File: src/rtl/oda_consts.svh
`ifndef ODA_CONSTS_SVH
`define ODA_CONSTS_SVH
// Output and source counts.
`define ODA_NUM_OUT 9
`define ODA_NUM_PLL 4
// Reset values of the divider counters.
`define ODA_CNT_RST 8'h00
// Prescaler ratio required for aligned outputs.
`define ODA_PRE_ALIGN 8'h01
// Linear ratios permitted for aligned outputs.
`define ODA_LIN_A 8'h02
`define ODA_LIN_B 8'h04
`define ODA_LIN_C 8'h06
`define ODA_LIN_D 8'h0C
// PLL frequency window in MHz.
`define ODA_PLL_MIN_MHZ 100
`define ODA_PLL_MAX_MHZ 400
// Cycles of common reset held after power-up before release.
`define ODA_START_CYC 4'h4
`endif

File: src/rtl/oda_pkg.sv
`default_nettype none
package oda_pkg;
   // Per-output divider configuration.
   typedef struct packed {
      logic [1:0] pllSel;
      logic [7:0] preRatio;
      logic [7:0] linRatio;
   } oda_div_cfg_t;
   // Startup sequence states.
   typedef enum logic [2:0] {
      ODA_HOLD = 3'b001,
      ODA_RUN = 3'b010,
      ODA_LOST = 3'b100
   } oda_state_t;
endpackage : oda_pkg
`default_nettype wire

File: src/rtl/oda_divider.sv
`include "oda_consts.svh"
`default_nettype none
// One output path: prescaler followed by a linear divider.
module oda_divider (
   input wire logic clk,
   input wire logic rst,
   input wire logic syncRst,
   input wire logic [7:0] preRatio,
   input wire logic [7:0] linRatio,
   output logic clkOut
);
   logic [7:0] preCnt_q, preCnt_d, linCnt_q, linCnt_d;
   logic out_q, out_d;
   logic preTick;
   logic [7:0] half;

   // Prescaler ticks once per preRatio cycles; linear stage toggles at half of its ratio.
   always_comb begin
      half = {1'b0, linRatio[7:1]};
      preTick = (preCnt_q + 8'h01 >= preRatio);
      preCnt_d = preTick ? `ODA_CNT_RST : preCnt_q + 8'h01;
      linCnt_d = linCnt_q;
      out_d = out_q;
      if (preTick) begin
         linCnt_d = (linCnt_q + 8'h01 >= linRatio) ? `ODA_CNT_RST : linCnt_q + 8'h01;
         out_d = (linCnt_d < half) ? 1'b1 : 1'b0;
      end
      // Park the linear stage on its last count so every member rises on the first edge.
      if (syncRst) begin
         preCnt_d = `ODA_CNT_RST;
         linCnt_d = linRatio - 8'h01;
         out_d = 1'b0;
      end
   end

   // Counters and output flop.
   always_ff @(posedge clk or posedge rst) begin
      if (rst) begin
         preCnt_q <= `ODA_CNT_RST;
         linCnt_q <= `ODA_CNT_RST;
         out_q <= 1'b0;
      end else begin
         preCnt_q <= preCnt_d;
         linCnt_q <= linCnt_d;
         out_q <= out_d;
      end
   end
   assign clkOut = out_q;
endmodule : oda_divider
`default_nettype wire

File: src/rtl/output_divider_edge_align.sv
`include "oda_consts.svh"
`default_nettype none
module output_divider_edge_align #(
   parameter int NUM_OUT = `ODA_NUM_OUT,
   parameter int NUM_PLL = `ODA_NUM_PLL,
   parameter logic [8:0] ALIGN_MASK = 9'h00F,
   parameter logic [1:0] ALIGN_PLL = 2'h0,
   parameter int PLL_MHZ = 240
) (
   input wire logic clk,
   input wire logic rst,
   input wire logic [NUM_PLL-1:0] pllClkEn,
   input wire oda_pkg::oda_div_cfg_t [NUM_OUT-1:0] divCfg,
   input wire logic freq_select_bit0,
   input wire logic freq_select_bit1,
   input wire logic freq_select_bit2,
   output logic [NUM_OUT-1:0] clkOut,
   output logic alignValid,
   output logic alignCfgError
);
   // Fixed sizes keep the alignment mask a factory constant; refuse anything else.
   if (NUM_OUT != `ODA_NUM_OUT || NUM_PLL != `ODA_NUM_PLL) begin : gBadSize
      $error("unsupported output or PLL count");
   end
   // The divider chain is only qualified across the PLL window.
   if (PLL_MHZ < `ODA_PLL_MIN_MHZ || PLL_MHZ > `ODA_PLL_MAX_MHZ) begin : gBadPll
      $error("PLL frequency out of range");
   end
   // The aligned group must name an existing PLL.
   if (ALIGN_PLL >= NUM_PLL) begin : gBadSrc
      $error("aligned PLL index out of range");
   end

   oda_pkg::oda_state_t state_q, state_d;
   logic [3:0] cnt_q, cnt_d;
   logic [2:0] fsRef_q, fsRef_d;
   logic valid_q, valid_d, err_q, err_d;
   logic [NUM_OUT-1:0] divOut;
   logic [NUM_OUT-1:0] memberBad;
   logic [NUM_OUT-1:0] rawClk;
   logic syncRst;
   logic [2:0] fsNow;
   logic cfgBad;
   logic has4, has6, has12;

   assign fsNow = {freq_select_bit2, freq_select_bit1, freq_select_bit0};
   // The whole aligned group shares one reset release.
   assign syncRst = (state_q == oda_pkg::ODA_HOLD);

   // Per-output path and member configuration check.
   for (genvar i = 0; i < NUM_OUT; i++) begin : gPath
      oda_divider uDiv (
         .clk(clk),
         .rst(rst),
         .syncRst(syncRst),
         .preRatio(divCfg[i].preRatio),
         .linRatio(divCfg[i].linRatio),
         .clkOut(rawClk[i])
      );
      // Only the output's own PLL, when running, reaches the pin.
      assign divOut[i] = rawClk[i] & pllClkEn[divCfg[i].pllSel];
      always_comb begin
         memberBad[i] = 1'b0;
         if (ALIGN_MASK[i]) begin
            if (divCfg[i].pllSel != ALIGN_PLL) memberBad[i] = 1'b1;
            if (divCfg[i].preRatio != `ODA_PRE_ALIGN) memberBad[i] = 1'b1;
            if (!(divCfg[i].linRatio == `ODA_LIN_A || divCfg[i].linRatio == `ODA_LIN_B ||
                  divCfg[i].linRatio == `ODA_LIN_C || divCfg[i].linRatio == `ODA_LIN_D)) begin
               memberBad[i] = 1'b1;
            end
         end
      end
   end

   // Related frequencies: the largest aligned ratio must be a multiple of every other one.
   // Among 2, 4, 6 and 12 only a group holding 4 and 6 without 12 fails that test.
   always_comb begin
      has4 = 1'b0;
      has6 = 1'b0;
      has12 = 1'b0;
      cfgBad = |memberBad;
      for (int k = 0; k < NUM_OUT; k++) begin
         if (ALIGN_MASK[k]) begin
            if (divCfg[k].linRatio == `ODA_LIN_B) has4 = 1'b1;
            if (divCfg[k].linRatio == `ODA_LIN_C) has6 = 1'b1;
            if (divCfg[k].linRatio == `ODA_LIN_D) has12 = 1'b1;
         end
      end
      if (has4 && has6 && !has12) cfgBad = 1'b1;
   end

   // Startup: hold common reset, release, then watch select pins.
   always_comb begin
      state_d = state_q;
      cnt_d = cnt_q;
      fsRef_d = fsRef_q;
      valid_d = valid_q;
      err_d = cfgBad;
      case (state_q)
         oda_pkg::ODA_HOLD: begin
            fsRef_d = fsNow;
            cnt_d = cnt_q + 4'h1;
            if (cnt_q + 4'h1 >= `ODA_START_CYC) begin
               state_d = oda_pkg::ODA_RUN;
            end
         end
         oda_pkg::ODA_RUN: begin
            valid_d = ~cfgBad;
            if (fsNow != fsRef_q) begin
               state_d = oda_pkg::ODA_LOST;
               valid_d = 1'b0;
            end
         end
         oda_pkg::ODA_LOST: begin
            valid_d = 1'b0;
         end
         default: begin
            state_d = oda_pkg::ODA_HOLD;
            valid_d = 1'b0;
         end
      endcase
   end

   // Sequencer registers; ALIGN_MASK is a parameter, so no port can alter it.
   always_ff @(posedge clk or posedge rst) begin
      if (rst) begin
         state_q <= oda_pkg::ODA_HOLD;
         cnt_q <= 4'h0;
         fsRef_q <= 3'h0;
         valid_q <= 1'b0;
         err_q <= 1'b0;
         clkOut <= '0;
      end else begin
         state_q <= state_d;
         cnt_q <= cnt_d;
         fsRef_q <= fsRef_d;
         valid_q <= valid_d;
         err_q <= err_d;
         clkOut <= divOut;
      end
   end
   assign alignValid = valid_q;
   assign alignCfgError = err_q;

   // Two aligned outputs with equal ratios match on both edges.
   for (genvar a = 1; a < NUM_OUT; a++) begin : gChk
      same_edge_a: assert property (@(posedge clk) disable iff (rst)
         (alignValid && ALIGN_MASK[0] && ALIGN_MASK[a] && pllClkEn[ALIGN_PLL] &&
          $stable(divCfg) && divCfg[0].linRatio == divCfg[a].linRatio)
         |-> clkOut[0] == clkOut[a])
         else $error("equal-ratio aligned outputs differ");
      // Ratios 6 and 4 share no member base frequency unless 12 is also present.
      related_group_a: assert property (@(posedge clk) disable iff (rst)
         (ALIGN_MASK[0] && ALIGN_MASK[a] && divCfg[0].linRatio == 8'h06 &&
          divCfg[a].linRatio == 8'h04 && !has12) |=> alignCfgError)
         else $error("unrelated aligned ratios not flagged");
      // An output whose source is stopped stays low at the pin.
      gated_low_a: assert property (@(posedge clk) disable iff (rst)
         !pllClkEn[divCfg[a].pllSel] |=> !clkOut[a])
         else $error("output of stopped source toggled");
      // Every live member rises two edges after the common reset lets go.
      rise_first_a: assert property (@(posedge clk) disable iff (rst)
         ($fell(syncRst) && ALIGN_MASK[a] && !cfgBad && pllClkEn[ALIGN_PLL])
         |-> ##2 clkOut[a])
         else $error("aligned member missed the first common rise");
   end
   // Output 1 rises only while output 0, whose ratio divides its own, is high.
   rise_together_a: assert property (@(posedge clk) disable iff (rst)
      (alignValid && ALIGN_MASK[1] && ALIGN_MASK[0] && $rose(clkOut[1]) && $stable(divCfg) &&
       divCfg[0].linRatio != 8'h00 && (divCfg[1].linRatio % divCfg[0].linRatio) == 8'h00)
      |-> clkOut[0])
      else $error("aligned member rose while reference low");
   // The common reset lets go only after the full hold count.
   hold_release_a: assert property (@(posedge clk) disable iff (rst)
      $fell(syncRst) |-> $past(cnt_q) == 4'h3)
      else $error("common reset released at wrong count");
   // Dividers sit low while the common reset is held.
   hold_low_a: assert property (@(posedge clk) disable iff (rst)
      syncRst |=> clkOut == '0)
      else $error("output moved during common reset");
   // A select pin change drops alignment at once and for good.
   fs_loss_a: assert property (@(posedge clk) disable iff (rst)
      (state_q == oda_pkg::ODA_RUN && fsNow != fsRef_q) |=> !alignValid [*3])
      else $error("alignment kept after select change");
   // Only a reset leaves the lost state.
   lost_stays_a: assert property (@(posedge clk) disable iff (rst)
      (state_q == oda_pkg::ODA_LOST) |=> state_q == oda_pkg::ODA_LOST)
      else $error("alignment restored without power cycle");
   // A member on a foreign PLL is reported.
   pll_cross_a: assert property (@(posedge clk) disable iff (rst)
      (ALIGN_MASK[0] && divCfg[0].pllSel != ALIGN_PLL) |=> alignCfgError)
      else $error("foreign PLL member not flagged");
   // A member with a dividing prescaler is reported and never aligned.
   prescale_one_a: assert property (@(posedge clk) disable iff (rst)
      (ALIGN_MASK[0] && divCfg[0].preRatio != 8'h01) |=> !alignValid && alignCfgError)
      else $error("prescaler ratio not flagged");
   // A linear ratio outside the permitted set is reported.
   lin_ratio_a: assert property (@(posedge clk) disable iff (rst)
      (ALIGN_MASK[0] && divCfg[0].linRatio == 8'h08) |=> alignCfgError)
      else $error("unsupported linear ratio not flagged");
   // An illegal group never reports alignment.
   err_excl_a: assert property (@(posedge clk) disable iff (rst)
      alignCfgError |-> !alignValid)
      else $error("alignment reported on illegal group");
   // Alignment is announced only from the run state on a clean group.
   valid_cause_a: assert property (@(posedge clk) disable iff (rst)
      $rose(alignValid) |-> $past(state_q) == oda_pkg::ODA_RUN && !$past(cfgBad))
      else $error("valid raised on bad group");
endmodule : output_divider_edge_align
`default_nettype wire

File: config.mk
export PLATFORM = sky130hd
export DESIGN_NAME = output_divider_edge_align
export DESIGN_NICKNAME = d
export VERILOG_FILES = /design/src/rtl/oda_pkg.sv /design/src/rtl/oda_divider.sv /design/src/rtl/output_divider_edge_align.sv
export VERILOG_INCLUDE_DIRS = /design/src /design/src/rtl
export SDC_FILE = /design/constraint.sdc
export NUM_CORES = 1
export LEC_CHECK = 0
export BUFFER_PORTS_ARGS = -buffer_cell sky130_fd_sc_hd__buf_2
export CAP_MARGIN = 10
export CELL_PAD_IN_SITES_DETAIL_PLACEMENT = 0
export CELL_PAD_IN_SITES_GLOBAL_PLACEMENT = 2
export CORE_ASPECT_RATIO = 1.2
export CORE_MARGIN = 3
export CORE_UTILIZATION = 33
export DETAILED_ROUTE_END_ITERATION = 7
export GPL_TIMING_DRIVEN = 0
export PLACE_DENSITY_LB_ADDON = 0.1
export SYNTH_ARGS = -nofsm -noshare
export SYNTH_HDL_FRONTEND = slang
export SYNTH_SLANG_ARGS = --single-unit
File: constraint.sdc
create_clock -name clk -period 4.89 [get_ports clk]
set_input_delay 0.489 -clock clk [delete_from_list [all_inputs] [get_ports clk]]
set_output_delay 0.489 -clock clk [all_outputs]
set_load 0.01 [all_outputs]
---- Yosys cells after proc, flatten, opt, wreduce, memory -nomap -nowiden ----
Cells that the tools add are included.
word-level totals
  register bits after elaboration ......... 174
  input bits .............................. 171
  output and inout bits ................... 11
  word-level logic and storage cells ...... 285
cells by class
  add/sub/neg operators ................... 28
  $lt $le $gt $ge ......................... 37
  equality and inequality tests ........... 26
  multiplexer cells ....................... 120
  bitwise logic cells ..................... 11
  reductions and logical operators ........ 30
operator list
  kind                   count
  $mux W8                45
  $add A8 B1 Y8 const B  18
  $ge A8 B8 Y1           18
  $lt A8 B7 Y1           9
  $sub A8 B1 Y8 const B  9
  $eq A8 B3 Y1 const B   8
  $mux W1                62
  $eq A8 B2 Y1 const B   4
  $eq A8 B4 Y1 const B   4
  $ne A8 B1 Y1 const B   4
  $lt A2 B3 Y1 const B   9
  $reduce_bool A2 Y1     13
  $bmux W1 S2            9
  $logic_or A1 B1 Y1     12
  $and A1 B1 Y1          9
  $pmux W3 S3            1
  $mux W3                2
  $add A4 B1 Y4 const B  1
  $ge A4 B3 Y1 const B   1
  $ne A2 B2 Y1 const B   2
  $reduce_or A4 Y1       1
  $eq A3 B1 Y1 const B   1
  $eq A3 B2 Y1 const B   1
  $eq A3 B3 Y1 const B   1
  6 further kinds        8

---- Depth between registers and ports, before layout ----
Gate-level depths: netlist of run 1.
  depth in word-level cells ............... 11
  depth in mapped cells ................... 18
  mapped depth without buffers ............ 17

---- Hierarchy ----
Synthesis of run 1 repeated with hierarchy kept, for this count alone.
unflattened totals
  cells, all modules ...................... 1849
  area, all modules ....................... 16350.7 µm²
modules (own cells, without submodules)
  module                            times used  cells an instance  area an instance (µm²)  seq. area each (µm²)
  oda_divider at gPath[0].uDiv ...  8           192                1669.1                  425.4
  oda_divider at gPath[6].uDiv      1           181                1594.0                  425.4
  output_divider_edge_align         1           132                1403.8                  526.8

---- Worst setup path after synthesis of run 1 ----
OpenSTA, ideal clock, no wires.
  path kind ............................... reg-to-reg
  start point ............................. register gPath[1].uDiv.linCnt_q[0]
  end point ............................... register gPath[1].uDiv.out_q
  library setup time ...................... 0.067 ns
  arrival ................................. 3.255 ns
  required time ........................... 4.823 ns
  setup slack ............................. 1.568 ns
  stages on the path, launching flop included .. 18
  buffers on the path ..................... 1
  cells stage by stage .................... dfrtp_1 -> ha_1 -> nand3_1 -> nor2_1 -> xnor2_1 -> inv_1 -> ha_1 -> and2_1 -> o2111ai_1 -> o21ai_1 -> clkbuf_1 -> nor2_1 -> ha_1 -> o21a_1 -> o21ai_0 -> o21ai_0 -> nor4_1 -> a32o_1
on the way
  cells in the longest elaborated chain, start to end .. 7
ends and longest elaborated chain
  what                    line               source
  from (decl)             oda_divider.sv:12  logic [7:0] preCnt_q, preCnt_d, linCnt_q, linCnt_d;
  from (signal assigned)  oda_divider.sv:40  linCnt_q <= `ODA_CNT_RST;
  from (signal assigned)  oda_divider.sv:44  linCnt_q <= linCnt_d;
  $add A8 B1 Y8 (*)       oda_divider.sv:25  linCnt_d = (linCnt_q + 8'h01 >= linRatio) ? `ODA_CNT_RST : linCnt_q + 8'h01;
  $ge A8 B8 Y1            oda_divider.sv:25
  $mux W8 (*)             oda_divider.sv:25
  $lt A8 B7 Y1 (*)        oda_divider.sv:26  out_d = (linCnt_d < half) ? 1'b1 : 1'b0;
  $mux W1 (*)             oda_divider.sv:26
  $mux W1 (*)             oda_divider.sv:24  if (preTick) begin
  $mux W1 (*)             oda_divider.sv:29  if (syncRst) begin
  to (signal assigned)    oda_divider.sv:45  out_q <= out_d;
  to (decl)               oda_divider.sv:13  logic out_q, out_d;
Mark *: on every way between the ends. The rest lies on a longest branch, timed or not. The select of a mux whose other input is x is not followed.
A chain may end at the register's enable or synchronous reset.

---- Final worst setup path of run 1 ----
Same ends and word-level chain as after synthesis.

==> results of run 1 <==
[cell families (layout without fill, tap and decap cells)]
group                      count (synthesis)  in the layout  share of synthesized area, %
AOI/OAI and AO/OA                        309            309                          13.2
other                                      0              3                             0
xor gates and xnor gates                 162            162                          9.28
DFF                                      174            174                          28.3
buffers and inverters                    224            440                          5.66
muxes                                     47             47                          3.79
and+or+nand+nor                          618            618                          20.7
adders and majority gates                234            234                          19.1
[final cells by class]
type	count	area [sq um]
sequential	174	4360
tap	616	771
timing repair buffer	185	1000
antenna	3	7.51
clock inverter	7	87.6
fill	4833	28200
buffer	44	194
clock buffer	24	472
multi-input combinational	1370	10100
inverter	180	679
[worst max path at each step]
| stage | depth (start not counted) | end | start |
|---|---|---|---|
| floorplan | 17 | gPath[1].uDiv.clkOut | gPath[1].uDiv.linCnt_q[0] |
| global placement | 2 | gPath[7].uDiv.linCnt_q[1] | rst |
| detailed placement | 16 | gPath[1].uDiv.clkOut | gPath[1].uDiv.linCnt_q[0] |
| CTS | 16 | gPath[1].uDiv.clkOut | gPath[1].uDiv.linCnt_q[0] |
| global route | 16 | gPath[1].uDiv.clkOut | gPath[1].uDiv.linCnt_q[0] |
| finish | 16 | gPath[1].uDiv.clkOut | gPath[1].uDiv.linCnt_q[0] |
[placed cells by master, fill, tap and decap left out, drive strengths merged, types with 19 or more instances in the layout]
cell type  count
nor2b         79
inv          179
nand3         76
o21ai         75
dfrtp        173
xnor2        100
xor2          62
a21o          19
a21oi         81
nor2         147
nor4          26
buf          200
nand2        115
and3          47
nand4         21
mux2i         38
ha           234
clkbuf        53
nand2b        22
nor3          35
[critical path: stages, from the launching register on]
cell,delay (ns)
dfrtp_1,0.48
and3_1,0.19
nand3_1,0.18
nor2_1,0.18
xor2_1,0.33
ha_1,0.31
and2_1,0.18
a221oi_1,0.24
o21ai_1,0.22
clkbuf_1,0.30
nor2_1,0.23
ha_1,0.27
o21a_1,0.16
o21ai_0,0.23
o21ai_0,0.15
nor4_1,0.19
a32o_1,0.16
[metal layers]
metal | wire length [microns] | GRT usage, % | vias up
met5 | 17 | 0 | -
met4 | 527 | 4.14 | 2
met3 | 1670 | 2.54 | 26
met2 | 22400 | 32.6 | 188
met1 | 21800 | 25.6 | 6085
li1 | - | - | 6610
[power by group through the flow]
stage | Sequential (mW) | Combinational [mW] | Clock [mW]
6_report | 2.47 | 5.63 | 1.36
5_1_grt | 2.56 | 6.50 | 1.47
4_1_cts | 2.47 | 5.72 | 1.41
3_5_place_dp | 2.49 | 5.69 | 0
3_3_place_gp | 2.48 | 5.63 | 0
2_1_floorplan | 2.34 | 4.06 | 0
[flip-flops by register name (all words and copies together), names as in the netlist]
name and count:
clkOut 9, gPath.uDiv.preCnt_q 72, alignCfgError 1, gPath.uDiv.clkOut 9
fsRef_q 3, state_q 3, gPath.uDiv.linCnt_q 72, cnt_q 4
alignValid 1
==> flow_summary.json, run 1 <==
{
  "status": "finished clean",
  "synth_area_sq_um": 15400,
  "hp-class": "in2async",
  "slew_viol_final": 0,
  "leakage_nw": 8.89,
  "finalPower_mw": 9.46,
  "synth_top_area_cell": "dfrtp_1",
  "num_vias": 12900,
  "synth_cells": 1768,
  "r2r_cells": 16,
  "yosys_warnings": 0,
  "holdWs_ns": 0.0387,
  "reg2reg_from": "gPath[1].uDiv.linCnt_q[0]",
  "clk_path_buf_depth": 2,
  "slew_headroom_pct": 30.8,
  "intPower_mw": 4.99,
  "die-area_sq_um": 49200,
  "placed_cells": 2569,
  "synth_edf_count": 0,
  "required_ns": 5.28,
  "root_buffer": "clkbuf_16",
  "first_global_vias": 13200,
  "cp_data_arrival_time_ns": 4.48,
  "synth_area_leaders": "dfrtp_1, ha_1, xnor2_1, inv_1, nor2_1",
  "start_kind": "flop",
  "clkSinkCount": 174,
  "ant_nets": 0,
  "irDropWorstVdd_mv": 0.283,
  "layoutNonFillerInstCount": 2603,
  "crit_type": "reg2reg",
  "initial_core_util_pct": 33.4,
  "drt-total-wl_mm": 46.4,
  "p_per_area_nw_per_um2": 534,
  "crit_fanout": 10,
  "path_clk_slew_ns": 0.07,
  "r2r-end": "gPath[1].uDiv.clkOut",
  "dpl-instance-area_sq_um": 17100,
  "synthTopCellsByCount": "ha_1, inv_1, dfrtp_1, nor2_1, nand2_1",
  "cts_max_level": 4,
  "hold_viol_final": 0,
  "p_seq_share_pct": 26.1,
  "syn_nets": 2173,
  "grt_max_degree": 40,
  "power_frac_comb_pct": 59.5,
  "layout-drive-gt1-share_pct": 13.3,
  "design_area_sq_um": 17700,
  "nNetsFinal": 2377,
  "finalSetupViolCount": 0,
  "pre_cts_slack_ns": 0.799,
  "synth_most_common_cell": "ha_1",
  "yosysTopAreaCellShare_pct": 28.2,
  "portBuffers": 180,
  "ys_types": 69,
  "r2r_setup_slack_ns": 0.80,
  "numCtsBuffers": 17,
  "grtUsageTotal_pct": 19.1,
  "drtIter0Drc": 698,
  "worst_pin_slew_ns": 1.04,
  "fp.dieH_microns": 242,
  "yosysSeqAreaShare_pct": 28.3,
  "std_cell_rows": 86,
  "cts_hold_buffers": 0,
  "worst_clock_skew_ns": 0.00605,
  "post_cts_resized": 0,
  "die_x_microns": 203,
  "grt_pass1_wl_mm": 74.0,
  "drc_errors": 0,
  "core_sq_um": 45900,
  "wl_per_cell_microns": 17.8,
  "num_io_pins": 182,
  "setup_ws_ns": 0.797,
  "cts_tree": "built",
  "netSwitchingPower_mw": 4.47,
  "tns_ns": 0,
  "maxCapViolCount": 0,
  "ys.flop_type": "dfrtp_1",
  "area_delta_synth_final_pct": 15.2,
  "place_hpwl_mm": 37.5,
  "fin_util_pct": 38.5,
  "drt-pass1-iter-count": 5,
  "fmax_mhz": 244,
  "async_flop_share_pct": 100,
  "fin_crit_sh_pct": 83.7,
  "insertion_delay_ns": 0.45,
  "avgViaCountPerCell": 4.96,
  "end_kind": "flop",
  "finalCriticalPeriod_ns": 4.09,
  "netSwitchingFraction_pct": 47.3,
  "post_cts_buffers": 0,
  "gr-total-overflow": 0,
  "antenna_found_initial": 4,
  "rsz0062_at_grt": "no",
  "ys_seq_elements": 174,
  "gp_congestion": 0.854,
  "synth_area_per_cell_sq_um": 8.69,
  "clkPwrFrac_pct": 14.4
}
Note: power is estimated with default switching activity, not from simulation.
==> run 2: changes to the inputs <==
CORE_UTILIZATION = 37   (was 33)
clock period = 3.9 ns   (was 4.89 ns; I/O delays follow)
==> run 2 against run 1 <==
Core utilization grew 5.2 points; first-iteration DRC count shrank 33%; non-clock buffer count grew 1; worst setup slack lost 0.59 ns; sequential cell count is the same.
==> flow_summary.json, run 2 (same netlist as run 1, synthesis figures left out) <==
{
  "finalCriticalPeriod_ns": 3.69,
  "area_delta_synth_final_pct": 16.4,
  "crit_buf_inv": 1,
  "fin_crit_sh_pct": 94.6,
  "drt-total-wl_mm": 45.2,
  "cts_max_level": 4,
  "status": "finished clean",
  "fmax_mhz": 271,
  "worst_clock_skew_ns": 0.0137,
  "drt-pass1-iter-count": 5,
  "num_vias": 13000,
  "antenna_found_initial": 1,
  "num_io_pins": 182,
  "std_cell_rows": 81,
  "end_kind": "flop",
  "diodes": 0,
  "slew_headroom_pct": 22.9,
  "fill_cells": 4125,
  "worstSetupStartpoint": "gPath[0].uDiv.linCnt_q[0]",
  "design_area_sq_um": 17900,
  "final_common_cell": "ha_1",
  "gp_congestion": 0.873,
  "grt_pass1_wl_mm": 71.6,
  "p_per_area_nw_per_um2": 687,
  "die_x_microns": 192,
  "nNetsFinal": 2378,
  "fp.dieH_microns": 229,
  "gr-total-overflow": 0,
  "clkSinkCount": 174,
  "hold_viol_final": 0,
  "setup_ws_ns": 0.212,
  "root_buffer": "clkbuf_16",
  "final_cell_mix": "ha_1, buf_2, inv_1, dfrtp_1, nor2_1",
  "portBuffers": 180,
  "slew_viol_final": 0,
  "grt_max_degree": 36,
  "crit_type": "reg2reg",
  "place_hpwl_mm": 36.8,
  "grtUsageTotal_pct": 20.8,
  "ant_nets": 0,
  "insertion_delay_ns": 0.45,
  "drc_errors": 0,
  "avgViaCountPerCell": 5.16,
  "initial_core_util_pct": 37.6,
  "dpl-instance-area_sq_um": 17000,
  "layout-drive-gt1-share_pct": 15.3,
  "numCtsBuffers": 17,
  "die-area_sq_um": 44000,
  "cp_cell_sequence": "and3_1 > nand3_1 > nor2_2 > xor2_2 > ha_1 > and2_1 > a221oi_1 > o21ai_2 > buf_2 > nor2_1 > ha_1 > o21a_1 > o21ai_0 > o21ai_0 > nor4_1 > a32o_1",
  "reg.largest.list": "gPath.uDiv.linCnt_q x72, gPath.uDiv.preCnt_q x72",
  "finalSetupViolCount": 0,
  "core_sq_um": 40800,
  "cp_data_arrival_time_ns": 4.08,
  "wl_per_cell_microns": 17.9,
  "cts_tree": "built",
  "reg2reg_from": "gPath[0].uDiv.linCnt_q[0]",
  "required_ns": 4.29,
  "clk_path_buf_depth": 2,
  "leakage_nw": 8.97,
  "first_global_vias": 13300,
  "worst_pin_slew_ns": 1.15,
  "crit_family": "compound AO/OA/AOI/OAI gates",
  "drtIter0Drc": 466,
  "hp-class": "in2async",
  "maxCapViolCount": 0,
  "path_clk_slew_ns": 0.07,
  "crit_path_top_delay_cell": "dfrtp_2",
  "start_kind": "flop",
  "crit_fanout": 10,
  "max_stage_delay_ns": 0.44,
  "pre_cts_slack_ns": -0.0937,
  "irDropWorstVdd_mv": 0.430
}
[run 2: cell type report]
| cell class | count | area (sq um) | share of cell area (%) |
|---|---|---|---|
| repair buffers | 187 | 1020 | 5.68 |
| clock inverters | 10 | 210 | 1.18 |
| inverters | 180 | 679 | 3.80 |
| clock buffers | 22 | 464 | 2.60 |
| well taps | 539 | 674 | 3.77 |
| multi-input cells | 1370 | 10300 | 57.4 |
| plain buffers | 43 | 205 | 1.15 |
| flip-flops and latches | 174 | 4370 | 24.4 |
[run 2: metal layers]
metal	vias up	GRT usage, %	wire [microns]
li1	6619	-	-
met1	6189	26.5	20300
met2	185	36.7	22600
met3	37	2.28	1360
met4	2	6.29	891
met5	-	0	13
[run 2: final timing paths]
check	end	slack (ns)	cells after the start
setup / recovery	gPath[0].uDiv.clkOut	0.21	16
hold / removal	gPath[5].uDiv.preCnt_q[5]	0.09	2
setup reg to reg	gPath[0].uDiv.clkOut	0.21	16
hold reg to reg	alignValid	0.47	2
max in group asynchronous	gPath[5].uDiv.linCnt_q[0]	2.91	4
min in group clk	gPath[1].uDiv.linCnt_q[0]	0.15	2
[run 2: per-stage QoR]
| stage | total power [mW] | util, % | hold WS, ns | cells | setup TNS, ns |
|---|---|---|---|---|---|
| after floorplan | 8.03 | - | 0.453 | 1768 | 0 |
| after global placement | 10.1 | 41.5 | 0.462 | 2487 | -10.63 |
| final | 12.3 | 43.8 | 0.0932 | 2525 | 0 |
| after detailed placement | 10.2 | 41.7 | 0.459 | 2492 | -0.181 |
| after global routing | 13.6 | 43.8 | 0.140 | 2525 | -0.0408 |
| after CTS | 12.3 | 43.4 | 0.0949 | 2524 | 0 |
[run 2: power by group]
group | switching (mW) | total (mW) | internal, mW
Combinational | 4.21 | 7.18 | 2.97
Clock | 0.756 | 1.99 | 1.24
Sequential | 0.702 | 3.12 | 2.42
Total | 5.66 | 12.3 | 6.62
[run 2: repair_timing]
action,4_1_cts,5_1_grt
setup buffers,0,2
resized for setup,4,52
setup endpoints to repair,3,8
pin swaps,0,3
hold buffers,0,0
